==> config.mk <==
export PLATFORM = sky130hd
export DESIGN_NAME = phy_glue
export DESIGN_NICKNAME = d
export VERILOG_FILES = /design/src/phy_glue_pkg.sv /design/src/phy_glue.sv /design/src/mgmt_buf2.sv
export SDC_FILE = /design/constraint.sdc
export NUM_CORES = 1
export LEC_CHECK = 0
export BUFFER_PORTS_ARGS = -buffer_cell sky130_fd_sc_hd__buf_2
export CAP_MARGIN = 20
export CORE_UTILIZATION = 66
export DETAILED_ROUTE_END_ITERATION = 8
export GPL_ROUTABILITY_DRIVEN = 1
export GPL_TIMING_DRIVEN = 1
export PLACE_DENSITY = 0.84
export SYNTH_ARGS = -nofsm -noshare
export SYNTH_HDL_FRONTEND = slang
export SYNTH_SLANG_ARGS = --single-unit
==> constraint.sdc <==
create_clock -name clk_sys -period 4.1 [get_ports clk_sys]
set_input_delay 0.41 -clock clk_sys [delete_from_list [all_inputs] [get_ports clk_sys]]
set_output_delay 0.41 -clock clk_sys [all_outputs]
set_load 0.02 [all_outputs]
==> src/phy_glue_pkg.sv <==
// package: constants and types for the phy board glue block
`default_nettype none
package phy_glue_pkg;
    localparam int CLK_MHZ = 125; // system clock rate
    localparam int LINK_ON_MS = 400; // eee blink on time
    localparam int LINK_OFF_MS = 2000; // eee blink off time
    localparam int ACT_BLINK_MS = 50; // activity blink half period
    localparam int SKEW_PS = 2000; // interface clock skew
    localparam int CYC_PER_MS = CLK_MHZ * 1000; // cycles per millisecond
    localparam int LINK_ON_CYC = LINK_ON_MS * CYC_PER_MS;
    localparam int LINK_OFF_CYC = LINK_OFF_MS * CYC_PER_MS;
    localparam int ACT_CYC = ACT_BLINK_MS * CYC_PER_MS;
    localparam int SKEW_CYC = (SKEW_PS + 7999) / 8000; // rounds up to one cycle
    localparam int REF_DIV = 1; // 62.5 MHz ref from 125 MHz clock: toggle each cycle
    localparam logic [4:0] PHY_ADDR = 5'h01; // management address
    // standard register indices
    localparam logic [4:0] REG_CTRL = 5'h00;
    localparam logic [4:0] REG_STAT = 5'h01;
    localparam logic [4:0] REG_ID1 = 5'h02;
    localparam logic [4:0] REG_ID2 = 5'h03;
    localparam logic [4:0] REG_ANADV = 5'h04;
    localparam logic [4:0] REG_GCTRL = 5'h09;
    localparam logic [4:0] REG_INTEN = 5'h12;
    localparam logic [4:0] REG_INTST = 5'h13;
    // reset values
    localparam logic [15:0] CTRL_RST = 16'h1140; // autoneg on, 1000 full
    localparam logic [15:0] ANADV_RST = 16'h01E1; // 10/100 half+full
    localparam logic [15:0] GCTRL_RST = 16'h0200; // 1000 full
    localparam logic [15:0] INTEN_RST = 16'h0000;
    localparam logic [15:0] STAT_BASE = 16'h7949; // abilities, ext caps
    localparam logic [15:0] ID1_VAL = 16'h1234; // arbitrary identity value
    localparam logic [15:0] ID2_VAL = 16'h5670; // arbitrary identity value
    localparam int CTRL_RESET_BIT = 15;
    localparam int CTRL_ANEN_BIT = 12;
    localparam int STAT_LINK_BIT = 2;
    localparam int STAT_ANDONE_BIT = 5;
    localparam int MDIO_PRE_LEN = 32; // preamble ones
    // management frame fields after parse
    typedef struct packed {
        logic wr; // write op
        logic [4:0] reg_addr; // register index
        logic [15:0] data; // write data
    } mgmt_req_s;
    // line side status
    typedef struct packed {
        logic partner; // capable partner present
        logic eee; // energy efficient idle
        logic traffic; // frame activity
    } line_stat_s;
    // management slave states
    typedef enum logic [5:0] {
        M_PRE = 6'h01,
        M_HDR = 6'h02,
        M_TA = 6'h04,
        M_WDAT = 6'h08,
        M_RDAT = 6'h10,
        M_IDLE = 6'h20
    } mdio_st_e;
endpackage : phy_glue_pkg
`default_nettype wire

==> src/phy_glue.sv <==
// phy board glue: management slave, register file, leds, ref clock, skew
`default_nettype none
module phy_glue
    import phy_glue_pkg::*;
(
    input wire logic clk_sys, // shared oscillator derived clock
    input wire logic rst,
    input wire logic phy_hw_reset_n, // host driven hardware reset
    input wire logic mdc, // management clock pin
    input wire logic mdio_i, // management data in
    output logic mdio_o, // management data out
    output logic mdio_oe, // high while driving
    input wire line_stat_s line_in, // line side status
    input wire logic tx_clk_in, // transmit clock
    input wire logic rx_clk_in, // receive clock
    input wire logic skew_en, // insert interface clock skew
    output logic tx_clk_skew,
    output logic rx_clk_skew,
    output logic derived_ref_clock_out,
    output logic link_indicator,
    output logic activity_indicator,
    output logic phy_irq_n,
    output logic link_up,
    output logic [15:0] ctrl_reg_out
);
    // pin synchronisers
    logic [1:0] mdc_s_r, mdio_s_r, hrst_s_r, par_s_r, eee_s_r, trf_s_r;
    // two flops each
    always_ff @(posedge clk_sys) begin
        if (rst) begin
            mdc_s_r <= 2'h0;
            mdio_s_r <= 2'h0;
            hrst_s_r <= 2'h0;
            par_s_r <= 2'h0;
            eee_s_r <= 2'h0;
            trf_s_r <= 2'h0;
        end else begin
            mdc_s_r <= {mdc_s_r[0], mdc};
            mdio_s_r <= {mdio_s_r[0], mdio_i};
            hrst_s_r <= {hrst_s_r[0], phy_hw_reset_n};
            par_s_r <= {par_s_r[0], line_in.partner};
            eee_s_r <= {eee_s_r[0], line_in.eee};
            trf_s_r <= {trf_s_r[0], line_in.traffic};
        end
    end
    logic mdc_d_r; // previous synced mdc
    logic mdc_rise, mdc_fall;
    logic hrst; // internal hardware reset
    logic soft_rst;
    assign mdc_rise = mdc_s_r[1] && !mdc_d_r;
    assign mdc_fall = !mdc_s_r[1] && mdc_d_r;
    assign hrst = rst || !hrst_s_r[1] || soft_rst;
    // mdc edge history
    always_ff @(posedge clk_sys) begin
        if (rst) begin
            mdc_d_r <= 1'b0;
        end else begin
            mdc_d_r <= mdc_s_r[1];
        end
    end
    // management frame parser
    mdio_st_e st_r;
    logic [5:0] bcnt_r; // bit counter
    logic [15:0] sh_r; // header / data shift
    logic [4:0] reg_sel_r; // addressed register
    logic [15:0] rd_sh_r; // read data shift
    logic req_valid_r;
    mgmt_req_s req_r;
    logic buf_in_ready;
    logic [15:0] rd_val; // register read mux
    // serial frame engine, samples data on mdc rising edges
    always_ff @(posedge clk_sys) begin
        if (hrst) begin
            st_r <= M_PRE;
            bcnt_r <= 6'h00;
            sh_r <= 16'h0000;
            reg_sel_r <= 5'h00;
            req_valid_r <= 1'b0;
            req_r <= '0;
        end else begin
            if (req_valid_r && buf_in_ready) begin
                req_valid_r <= 1'b0;
            end
            if (mdc_rise) begin
                case (st_r)
                    M_PRE: begin // count ones, then start 01
                        if (mdio_s_r[1]) begin
                            bcnt_r <= (bcnt_r == 6'(MDIO_PRE_LEN)) ? bcnt_r : bcnt_r + 6'h01;
                        end else if (bcnt_r == 6'(MDIO_PRE_LEN)) begin
                            st_r <= M_HDR;
                            bcnt_r <= 6'h00;
                        end else begin
                            bcnt_r <= 6'h00;
                        end
                    end
                    M_HDR: begin // start bit 1, op 2, phy 5, reg 5
                        sh_r <= {sh_r[14:0], mdio_s_r[1]};
                        bcnt_r <= bcnt_r + 6'h01;
                        if (bcnt_r == 6'h0C) begin
                            // bits: [12]=start1 [11:10]=op [9:5]=phy [4:0]=reg
                            if (sh_r[8:4] != PHY_ADDR) begin
                                st_r <= M_IDLE;
                            end else begin
                                reg_sel_r <= {sh_r[3:0], mdio_s_r[1]};
                                st_r <= M_TA;
                            end
                            bcnt_r <= 6'h00;
                        end
                    end
                    M_TA: begin // turnaround two bits
                        bcnt_r <= bcnt_r + 6'h01;
                        if (bcnt_r == 6'h01) begin
                            st_r <= (sh_r[11:10] == 2'b01) ? M_WDAT : M_RDAT;
                            bcnt_r <= 6'h00;
                        end
                    end
                    M_WDAT: begin // sixteen write bits
                        sh_r <= {sh_r[14:0], mdio_s_r[1]};
                        bcnt_r <= bcnt_r + 6'h01;
                        if (bcnt_r == 6'h0F) begin
                            req_valid_r <= 1'b1;
                            req_r <= '{wr: 1'b1, reg_addr: reg_sel_r, data: {sh_r[14:0], mdio_s_r[1]}};
                            st_r <= M_PRE;
                            bcnt_r <= 6'h00;
                        end
                    end
                    M_RDAT: begin // sixteen read bits driven
                        bcnt_r <= bcnt_r + 6'h01;
                        if (bcnt_r == 6'h0F) begin
                            st_r <= M_PRE;
                            bcnt_r <= 6'h00;
                        end
                    end
                    M_IDLE: begin // not ours: wait out 18 bits
                        bcnt_r <= bcnt_r + 6'h01;
                        if (bcnt_r == 6'h11) begin
                            st_r <= M_PRE;
                            bcnt_r <= 6'h00;
                        end
                    end
                    default: st_r <= M_PRE;
                endcase
            end
        end
    end
    // read data drive: load at turnaround, shift on falling edges
    always_ff @(posedge clk_sys) begin
        if (hrst) begin
            rd_sh_r <= 16'h0000;
            mdio_o <= 1'b0;
            mdio_oe <= 1'b0;
        end else if (mdc_fall) begin
            if (st_r == M_TA && bcnt_r == 6'h01 && sh_r[11:10] == 2'b10) begin
                mdio_oe <= 1'b1; // second turnaround bit driven low
                mdio_o <= 1'b0;
                rd_sh_r <= rd_val;
            end else if (st_r == M_RDAT) begin
                mdio_o <= rd_sh_r[15];
                rd_sh_r <= {rd_sh_r[14:0], 1'b0};
            end else begin
                mdio_oe <= 1'b0;
                mdio_o <= 1'b0;
            end
        end
    end
    // write requests pass a two-entry buffer
    logic bo_valid;
    mgmt_req_s bo_data;
    mgmt_buf2 u_buf (
        .clk_sys(clk_sys),
        .rst(hrst),
        .in_valid(req_valid_r),
        .in_ready(buf_in_ready),
        .in_data(req_r),
        .out_valid(bo_valid),
        .out_ready(1'b1),
        .out_data(bo_data)
    );
    // register file
    logic [15:0] ctrl_r, anadv_r, gctrl_r, inten_r, intst_r;
    logic link_r, andone_r;
    assign soft_rst = ctrl_r[CTRL_RESET_BIT];
    // writable registers, defaults advertise every speed
    always_ff @(posedge clk_sys) begin
        if (rst || !hrst_s_r[1]) begin
            ctrl_r <= CTRL_RST;
            anadv_r <= ANADV_RST;
            gctrl_r <= GCTRL_RST;
            inten_r <= INTEN_RST;
        end else if (ctrl_r[CTRL_RESET_BIT]) begin
            ctrl_r <= CTRL_RST; // self clearing soft reset
        end else if (bo_valid && bo_data.wr) begin
            case (bo_data.reg_addr)
                REG_CTRL: ctrl_r <= bo_data.data;
                REG_ANADV: anadv_r <= bo_data.data;
                REG_GCTRL: gctrl_r <= bo_data.data;
                REG_INTEN: inten_r <= bo_data.data;
                default: ; // read only or absent
            endcase
        end
    end
    // read mux, unmapped reads as zero
    always_comb begin
        case (reg_sel_r)
            REG_CTRL: rd_val = ctrl_r;
            REG_STAT: rd_val = STAT_BASE | (16'(link_r) << STAT_LINK_BIT) | (16'(andone_r) << STAT_ANDONE_BIT);
            REG_ID1: rd_val = ID1_VAL;
            REG_ID2: rd_val = ID2_VAL;
            REG_ANADV: rd_val = anadv_r;
            REG_GCTRL: rd_val = gctrl_r;
            REG_INTEN: rd_val = inten_r;
            REG_INTST: rd_val = intst_r;
            default: rd_val = 16'h0000;
        endcase
    end
    // autonomous link: follows partner when autoneg enabled
    always_ff @(posedge clk_sys) begin
        if (hrst) begin
            link_r <= 1'b0;
            andone_r <= 1'b0;
        end else begin
            link_r <= par_s_r[1] && ctrl_r[CTRL_ANEN_BIT];
            andone_r <= par_s_r[1] && ctrl_r[CTRL_ANEN_BIT];
        end
    end
    // link change status, set wins over read clear
    logic rd_intst;
    assign rd_intst = mdc_fall && st_r == M_TA && bcnt_r == 6'h01 && sh_r[11:10] == 2'b10 && reg_sel_r == REG_INTST;
    always_ff @(posedge clk_sys) begin
        if (hrst) begin
            intst_r <= 16'h0000;
        end else begin
            intst_r <= (rd_intst ? 16'h0000 : intst_r) | {5'h00, (link_r != andone_r) || (link_r != link_up), 10'h000};
        end
    end
    // active low interrupt
    always_ff @(posedge clk_sys) begin
        if (hrst) begin
            phy_irq_n <= 1'b1;
        end else begin
            phy_irq_n <= !(|(intst_r & inten_r));
        end
    end
    // leds: steady link, eee blink, activity blink
    logic [31:0] lcnt_r, acnt_r;
    logic eee_ph_r, act_ph_r;
    always_ff @(posedge clk_sys) begin
        if (hrst || !link_r || !eee_s_r[1]) begin
            lcnt_r <= 32'h0;
            eee_ph_r <= 1'b1;
        end else if (lcnt_r == 32'(eee_ph_r ? LINK_ON_CYC - 1 : LINK_OFF_CYC - 1)) begin
            lcnt_r <= 32'h0;
            eee_ph_r <= !eee_ph_r;
        end else begin
            lcnt_r <= lcnt_r + 32'h1;
        end
    end
    always_ff @(posedge clk_sys) begin
        if (hrst || !trf_s_r[1]) begin
            acnt_r <= 32'h0;
            act_ph_r <= 1'b0;
        end else if (acnt_r == 32'(ACT_CYC - 1)) begin
            acnt_r <= 32'h0;
            act_ph_r <= !act_ph_r;
        end else begin
            acnt_r <= acnt_r + 32'h1;
        end
    end
    always_ff @(posedge clk_sys) begin
        if (hrst) begin
            link_indicator <= 1'b0;
            activity_indicator <= 1'b0;
            link_up <= 1'b0;
            ctrl_reg_out <= CTRL_RST;
        end else begin
            link_indicator <= link_r && (!eee_s_r[1] || eee_ph_r);
            activity_indicator <= trf_s_r[1] && !act_ph_r;
            link_up <= link_r;
            ctrl_reg_out <= ctrl_r;
        end
    end
    // reference clock toggles every cycle, held low in reset
    always_ff @(posedge clk_sys) begin
        if (hrst) begin
            derived_ref_clock_out <= 1'b0;
        end else begin
            derived_ref_clock_out <= !derived_ref_clock_out;
        end
    end
    // skewed interface clocks: pins pass three flops, skew adds one more stage
    logic [2:0] txs_r, rxs_r;
    always_ff @(posedge clk_sys) begin
        if (rst) begin
            txs_r <= 3'h0;
            rxs_r <= 3'h0;
            tx_clk_skew <= 1'b0;
            rx_clk_skew <= 1'b0;
        end else begin
            txs_r <= {txs_r[1:0], tx_clk_in};
            rxs_r <= {rxs_r[1:0], rx_clk_in};
            tx_clk_skew <= skew_en ? txs_r[2] : txs_r[1];
            rx_clk_skew <= skew_en ? rxs_r[2] : rxs_r[1];
        end
    end
    // assertions
    ref_stops_a: assert property (@(posedge clk_sys) !hrst_s_r[1] |=> !derived_ref_clock_out)
        else $error("ref clock ran during reset");
    link_steady_a: assert property (@(posedge clk_sys) disable iff (hrst)
        (link_r && !eee_s_r[1]) ##1 (link_r && !eee_s_r[1]) |-> link_indicator)
        else $error("link led not steady");
    nolink_dark_a: assert property (@(posedge clk_sys) disable iff (hrst) !link_r |=> !link_indicator)
        else $error("link led lit without link");
    link_follow_a: assert property (@(posedge clk_sys) disable iff (hrst)
        (par_s_r[1] && ctrl_r[CTRL_ANEN_BIT]) |=> link_r)
        else $error("link not autonomous");
    act_quiet_a: assert property (@(posedge clk_sys) disable iff (hrst) !trf_s_r[1] |=> !activity_indicator)
        else $error("activity without traffic");
    irq_gate_a: assert property (@(posedge clk_sys) disable iff (hrst) (inten_r == 16'h0) |=> phy_irq_n)
        else $error("masked interrupt asserted");
    addr_filter_a: assert property (@(posedge clk_sys) disable iff (hrst)
        (mdc_rise && st_r == M_HDR && bcnt_r == 6'h0C && sh_r[8:4] != PHY_ADDR) |=> st_r == M_IDLE)
        else $error("foreign address accepted");
    eee_on_a: assert property (@(posedge clk_sys) disable iff (hrst)
        (link_r && eee_s_r[1] && !eee_ph_r) |=> !link_indicator)
        else $error("eee off phase lit");
    defaults_a: assert property (@(posedge clk_sys) $fell(rst) |-> ctrl_r[CTRL_ANEN_BIT] && gctrl_r == GCTRL_RST)
        else $error("autoneg defaults wrong");
    skew_on_a: assert property (@(posedge clk_sys) disable iff (rst) skew_en |=> tx_clk_skew == $past(txs_r[2]))
        else $error("skew path wrong");
endmodule : phy_glue
`default_nettype wire

==> src/mgmt_buf2.sv <==
// two-entry valid/ready buffer for management requests
`default_nettype none
module mgmt_buf2
    import phy_glue_pkg::*;
(
    input wire logic clk_sys,
    input wire logic rst,
    input wire logic in_valid,
    output logic in_ready,
    input wire mgmt_req_s in_data,
    output logic out_valid,
    input wire logic out_ready,
    output mgmt_req_s out_data
);
    mgmt_req_s mem_r [2]; // storage
    logic wp_r; // write pointer
    logic rp_r; // read pointer
    logic [1:0] cnt_r; // fill level
    logic push;
    logic pop;
    assign in_ready = (cnt_r != 2'h2);
    assign out_valid = (cnt_r != 2'h0);
    assign out_data = mem_r[rp_r];
    assign push = in_valid && in_ready;
    assign pop = out_valid && out_ready;
    // storage write
    always_ff @(posedge clk_sys) begin
        if (push) begin
            mem_r[wp_r] <= in_data;
        end
    end
    // pointers and count
    always_ff @(posedge clk_sys) begin
        if (rst) begin
            wp_r <= 1'b0;
            rp_r <= 1'b0;
            cnt_r <= 2'h0;
        end else begin
            if (push) begin
                wp_r <= ~wp_r;
            end
            if (pop) begin
                rp_r <= ~rp_r;
            end
            cnt_r <= cnt_r + {1'b0, push} - {1'b0, pop};
        end
    end
    buf_bound_a: assert property (@(posedge clk_sys) disable iff (rst) cnt_r <= 2'h2)
        else $error("buffer overfilled");
endmodule : mgmt_buf2
`default_nettype wire

# Yosys cells after proc, flatten, opt, wreduce, memory -nomap -nowiden
# Memory sizes are Yosys's and may differ from the RTL's. A register that Yosys moved wholly into a read port is not among the register bits.
# Index checks and enable logic that the tools add are counted.
# totals
wordCells	180
memories	1
in_bits	11
ff_bits	266
ramBits	44
out_inout_bits	25
# classes
add_sub_neg	5
eq_ne	36
muxes	35
n_reduce_logical	52
bitwise_logic	9
# memory_table
memory	depth	width	read_ports	rd_ports_with_merged_regs	wr	line	source
u_buf.mem_r	2	22	1	1	1	mgmt_buf2.sv:15	mgmt_req_s mem_r [2];
# ops
operator	n
$pmux 16 s8	1
$mux 6	13
$add 32x1->32 const B	2
$pmux 6 s5	2
$mux 16	3
$eq 32x23->1 const B	1
$eq 32x28->1	1
$mux 28	1
$eq 6x4->1 const B	3
$and 16x16->16	1
$or 16x11->16	1
$reduce_or 16->1	1
$eq 5x5->1 const B	3
$or 15x6->15	1
$reduce_and 3->1	5
$mux 1	14
$logic_and 1x1->1	13
$eq 6x1->1 const B	2
$eq 6x5->1 const B	2
$eq 6x6->1 const B	2
$ne 2x2->1 const B	6
$eq 5x2->1 const B	2
$eq 5x3->1 const B	2
$eq 5x4->1 const B	2
other kinds (24)	53

# Depth between registers and ports, before layout
# depth
word_depth	8
mapped_depth	10
mapped_depth_nobuf	8

# Modules after synthesis
# From an unflattened synthesis, not the netlist that was laid out.
# unflattened
cells_unflattened	1236
hier_area_um2	11966.5
# modules_own_cells
mod	n_inst	cells_per_inst	seq_area_each_um2	area_each_um2
phy_glue	1	1144	4944.7	10144.7
mgmt_buf2	1	92	1421.4	1821.7

# Worst setup path before layout
# No wires, ideal clock.
# synth_timing
kind	register to register
start	register st_r[3]
end	register rd_sh_r[7]
n_path_buf	2
setup_slack_ps	1728
period_less_slack_ps	2372
path_stages_with_launch	8
arrival_time_ps	2251
t_required_ps	3978
setup_ps	122
cell_sequence	dfxtp_1 > or4_4 > or3_4 > or4_1 > buf_2 > buf_6 > a22oi_2 > a21oi_1
# synth_between
elab_chain_cells	5
elab_cells_between_ends	7
cone_classes	eq/ne (2); mux (1); reduce/logical (4)
# synth_lines
item	line	source
start: declaration	phy_glue.sv:62	mdio_st_e st_r;
start signal: assignment	phy_glue.sv:113	st_r <= (sh_r[11:10] == 2'b01) ? M_WDAT : M_RDAT;
$eq 6x3->1	phy_glue.sv:153	if (st_r == M_TA && bcnt_r == 6'h01 && sh_r[11:10] == 2'b10) begin
$logic_and 1x1->1 (2 in series)	phy_glue.sv:153	
$reduce_bool 2->1 (no line)	n/a	
$reduce_and 2->1 (no line)	n/a	
end signal: assignment	phy_glue.sv:156	rd_sh_r <= rd_val;
end signal: assignment	phy_glue.sv:159	rd_sh_r <= {rd_sh_r[14:0], 1'b0};
end: declaration	phy_glue.sv:66	logic [15:0] rd_sh_r;
# Parallel ways exist; a longest one is shown, timed or not.
# A chain may end at the register's enable or synchronous reset.

# Worst setup path after layout
# layout_timing
start	register st_r[3]
end	register bcnt_r[0]
# layout_between
elab_chain_cells	4
elab_cells_between_ends	11
cone_classes	eq/ne (7); mux (1); reduce/logical (3)
# layout_lines
item	line	source
$eq 6x5->1 / $eq 6x4->1 (equally long branches)	phy_glue.sv:85	case (st_r)
$reduce_or 2->1 (no line)	n/a	
$reduce_bool 5->1 (no line)	n/a	
$reduce_and 3->1 (no line)	n/a	
end signal: assignment	phy_glue.sv:88	bcnt_r <= (bcnt_r == 6'(MDIO_PRE_LEN)) ? bcnt_r : bcnt_r + 6'h01;
end signal: assignment	phy_glue.sv:98	bcnt_r <= bcnt_r + 6'h01;
end signal: assignment	phy_glue.sv:111	bcnt_r <= bcnt_r + 6'h01;
end: declaration	phy_glue.sv:63	logic [5:0] bcnt_r;
# Parallel ways exist; a longest one is shown, timed or not.

==> flow_summary.ini <==
[outcome]
status = completed

[timing]
hold_ws_ns = 0.0774
max_freq_mhz = 365
tightest_slew_ns = 0.947
grt_setup_unrepaired = no
fin_setup_tns_ns = 0
hold_viol_final = 0
maxSlewHeadroom_pct = 36.8
period_needed_ns = 2.74
finClkSkew_ns = 0.0116
fin_crit_sh_pct = 66.7
slew_viol_final = 0
setup_violations = 0

[synthesis]
yosysTopAreaCell = dfxtp_1
yosys_warnings = 0
yosysTopAreaCellShare_pct = 42.6
synth_nets = 1245
synth_common_cells = 252 x dfxtp_1, 195 x nor2_1, 115 x nand2_1
synth-seq-cells = 296
synthFlopType = dfxtp_1
async_flop_share_pct = 0
avgSynthCellArea_sq_um = 9.63
netlist_top_cells_area = dfxtp_1 43%, edfxtp_1 11%, nor2_1 6.2%
netlist_area_sq_um = 11800
yosysMostFrequentCell = dfxtp_1
synth_edf_count = 44
synthCells = 1229
yosysSeqAreaShare_pct = 53.8
synth_cell_types = 68

[job]
max_cap_viol_count = 0

[setup_path]
arrival_ns = 3.17
crit_path_top_delay_cell = nor4bb_1
cp_cell_sequence = or2_2, nor4bb_1, o41ai_2, a31oi_1, a311o_1, nor2_1
start_kind = flip-flop
crit_fanout = 7
slowest_delay_ns = 0.76
cp-end-kind = flip-flop
cp.required_ns = 4.53
critical-path-top-delay-family = simple AND/OR/NAND/NOR gates
path_buf_inv = 0
critPathKind = flip-flop to flip-flop

[routing]
drt_first_pass_iters = 5
drt-initial-drc-count = 783
wire_per_inst_microns = 17.5
via_count = 8976
drc = 0
routed_via_density = 6.02
drt-total-wl_mm = 26.0
ant_nets = 0

[hold_path]
hp-class = input port to flip-flop

[grt]
grt_pass1_wl_mm = 41.4
overflow = 0
grt_usage_pct = 28.1
grt_max_degree = 47
antenna_found_initial = 2
first_global_vias = 8399

[die]
io_pins = 36
start_util_pct = 68.0
core_area_sq_um = 17400
die_h_microns = 136
die_area_sq_um = 18500
die_x_microns = 136
rows = 48

[final_layout]
n_antenna_cell = 0
drive_gt1_share_pct = 11.0
syn_to_final_growth_pct = 11.4
finalNetCount = 1261

[placement]
io_buffer_count = 35
routabilityCongestion = 0.876
hpwlAfterDp_mm = 16.7

[power_and_ir_drop]
power_per_cell_area_nw_per_um2 = 436
vdd_drop_max_v = 0.000347
power.total_mw = 5.75
leakagePower_nw = 4.59

[clock_network]
htreeDepth = 1
cts_setup_buffers = 0
cts_made_buffers = 29
ctsHoldBuffers = 0
clock_latency_ns = 0.54
cts-root-buf = clkbuf_16
clkSlewWorstSetupHoldPaths_ns = 0.06
cts_buffer_depth = 3
ctsResizeCount = 0
cts_tree = done
cts.sinks = 296
## metrics by stage
step,setup slack [ns],utilization [%],instances,area [sq um]
3_5_place_dp,1.46,69.7,1438,12100
4_1_cts,1.43,75.6,1491,13200
6_report,1.36,75.7,1492,13200
2_1_floorplan,1.73,-,1229,11800
3_3_place_gp,1.48,69.7,1438,12100
5_1_grt,1.18,75.7,1492,13200
## final timing paths
| path | cells after the start | slack, ns | endpoint | from |
|---|---|---|---|---|
| hold / removal | 2 | 0.08 | rxs_r[0]$_SDFF_PP0_ | rx_clk_in |
| setup / recovery | 6 | 1.36 | bcnt_r[0]$_SDFFE_PP0P_ | st_r[3]$_SDFFE_PP0P_ |
| setup reg to reg | 6 | 1.36 | bcnt_r[0]$_SDFFE_PP0P_ | st_r[3]$_SDFFE_PP0P_ |
| hold reg to reg | 1 | 0.43 | eee_ph_r$_SDFFE_PP1N_ | eee_s_r[1]$_SDFF_PP0_ |
## sequential cells by signal, summed over array words and instances, names as in the netlist, 16 cells and up, named ones only
register,flops
rd_sh_r,16
u_buf.mem_r,44
ctrl_reg_out,16
inten_r,16
gctrl_r,16
lcnt_r,32
anadv_r,16
ctrl_r,16
acnt_r,32
req_r,22
## area by class of cell
class / count / area (sq um)
repair buffers: 50 / 295
well taps: 225 / 282
flip-flops and latches: 296 / 6370
clock inverters: 9 / 80.1
fillers: 1157 / 4230
inverters: 14 / 52.6
multi-input cells: 854 / 5160
clock buffers: 44 / 947
## metal layers
metal / wire, microns / share of wire [%] / GRT usage (%) / vias up
li1: - / - / - / 4329
met1: 11100 / 42 / 36.8 / 4251
met2: 12400 / 48 / 47.3 / 337
met3: 1840 / 7.1 / 3.88 / 55
met4: 727 / 2.8 / 10.9 / 4
met5: 29 / 0.11 / 0 / -
## cells in the final DEF, fill, tap and decap left out, drive strengths merged, types with 8 or more instances in the layout
| master | n |
|---|---|
| a211oi | 25 |
| a21oi | 72 |
| a222oi | 10 |
| a22oi | 15 |
| and2 | 18 |
| and3 | 24 |
| buf | 50 |
| clkbuf | 44 |
| dfxtp | 252 |
| edfxtp | 44 |
| inv | 16 |
| mux2 | 17 |
| mux2i | 65 |
| nand2 | 115 |
| nand2b | 12 |
| nand3 | 45 |
| nand4 | 15 |
| nor2 | 196 |
| nor2b | 26 |
| nor3 | 12 |
| nor4 | 12 |
| o21ai | 33 |
| or3 | 8 |
| xnor2 | 24 |
| xor2 | 45 |
## kinds of logic (layout without fill, tap and decap cells)
group / after synthesis / in the layout / synth area share [%]
other: 1 / 1 / 0.0317
and+or+nand+nor: 517 / 517 / 21.0
muxes: 82 / 82 / 7.11
AOI/OAI and AO/OA: 180 / 180 / 9.74
adders and majority gates: 5 / 5 / 0.528
buffers and inverters: 79 / 117 / 2.71
DFF: 296 / 296 / 53.8
xor gates and xnor gates: 69 / 69 / 5.10
## worst reg2reg max path, cell delays in order (launching register included)
cell and delay [ns]:
dfxtp_1 0.38, or2_2 0.36, nor4bb_1 0.76, o41ai_2 0.30, a31oi_1 0.42, a311o_1 0.35
nor2_1 0.07
## power breakdown
part           switching (mW)  internal, mW  total, mW
clock network            1.11          1.66       2.76
registers             0.00440          2.94       2.95
logic                  0.0267        0.0137     0.0404
Power figures use the tool's default switching activity.
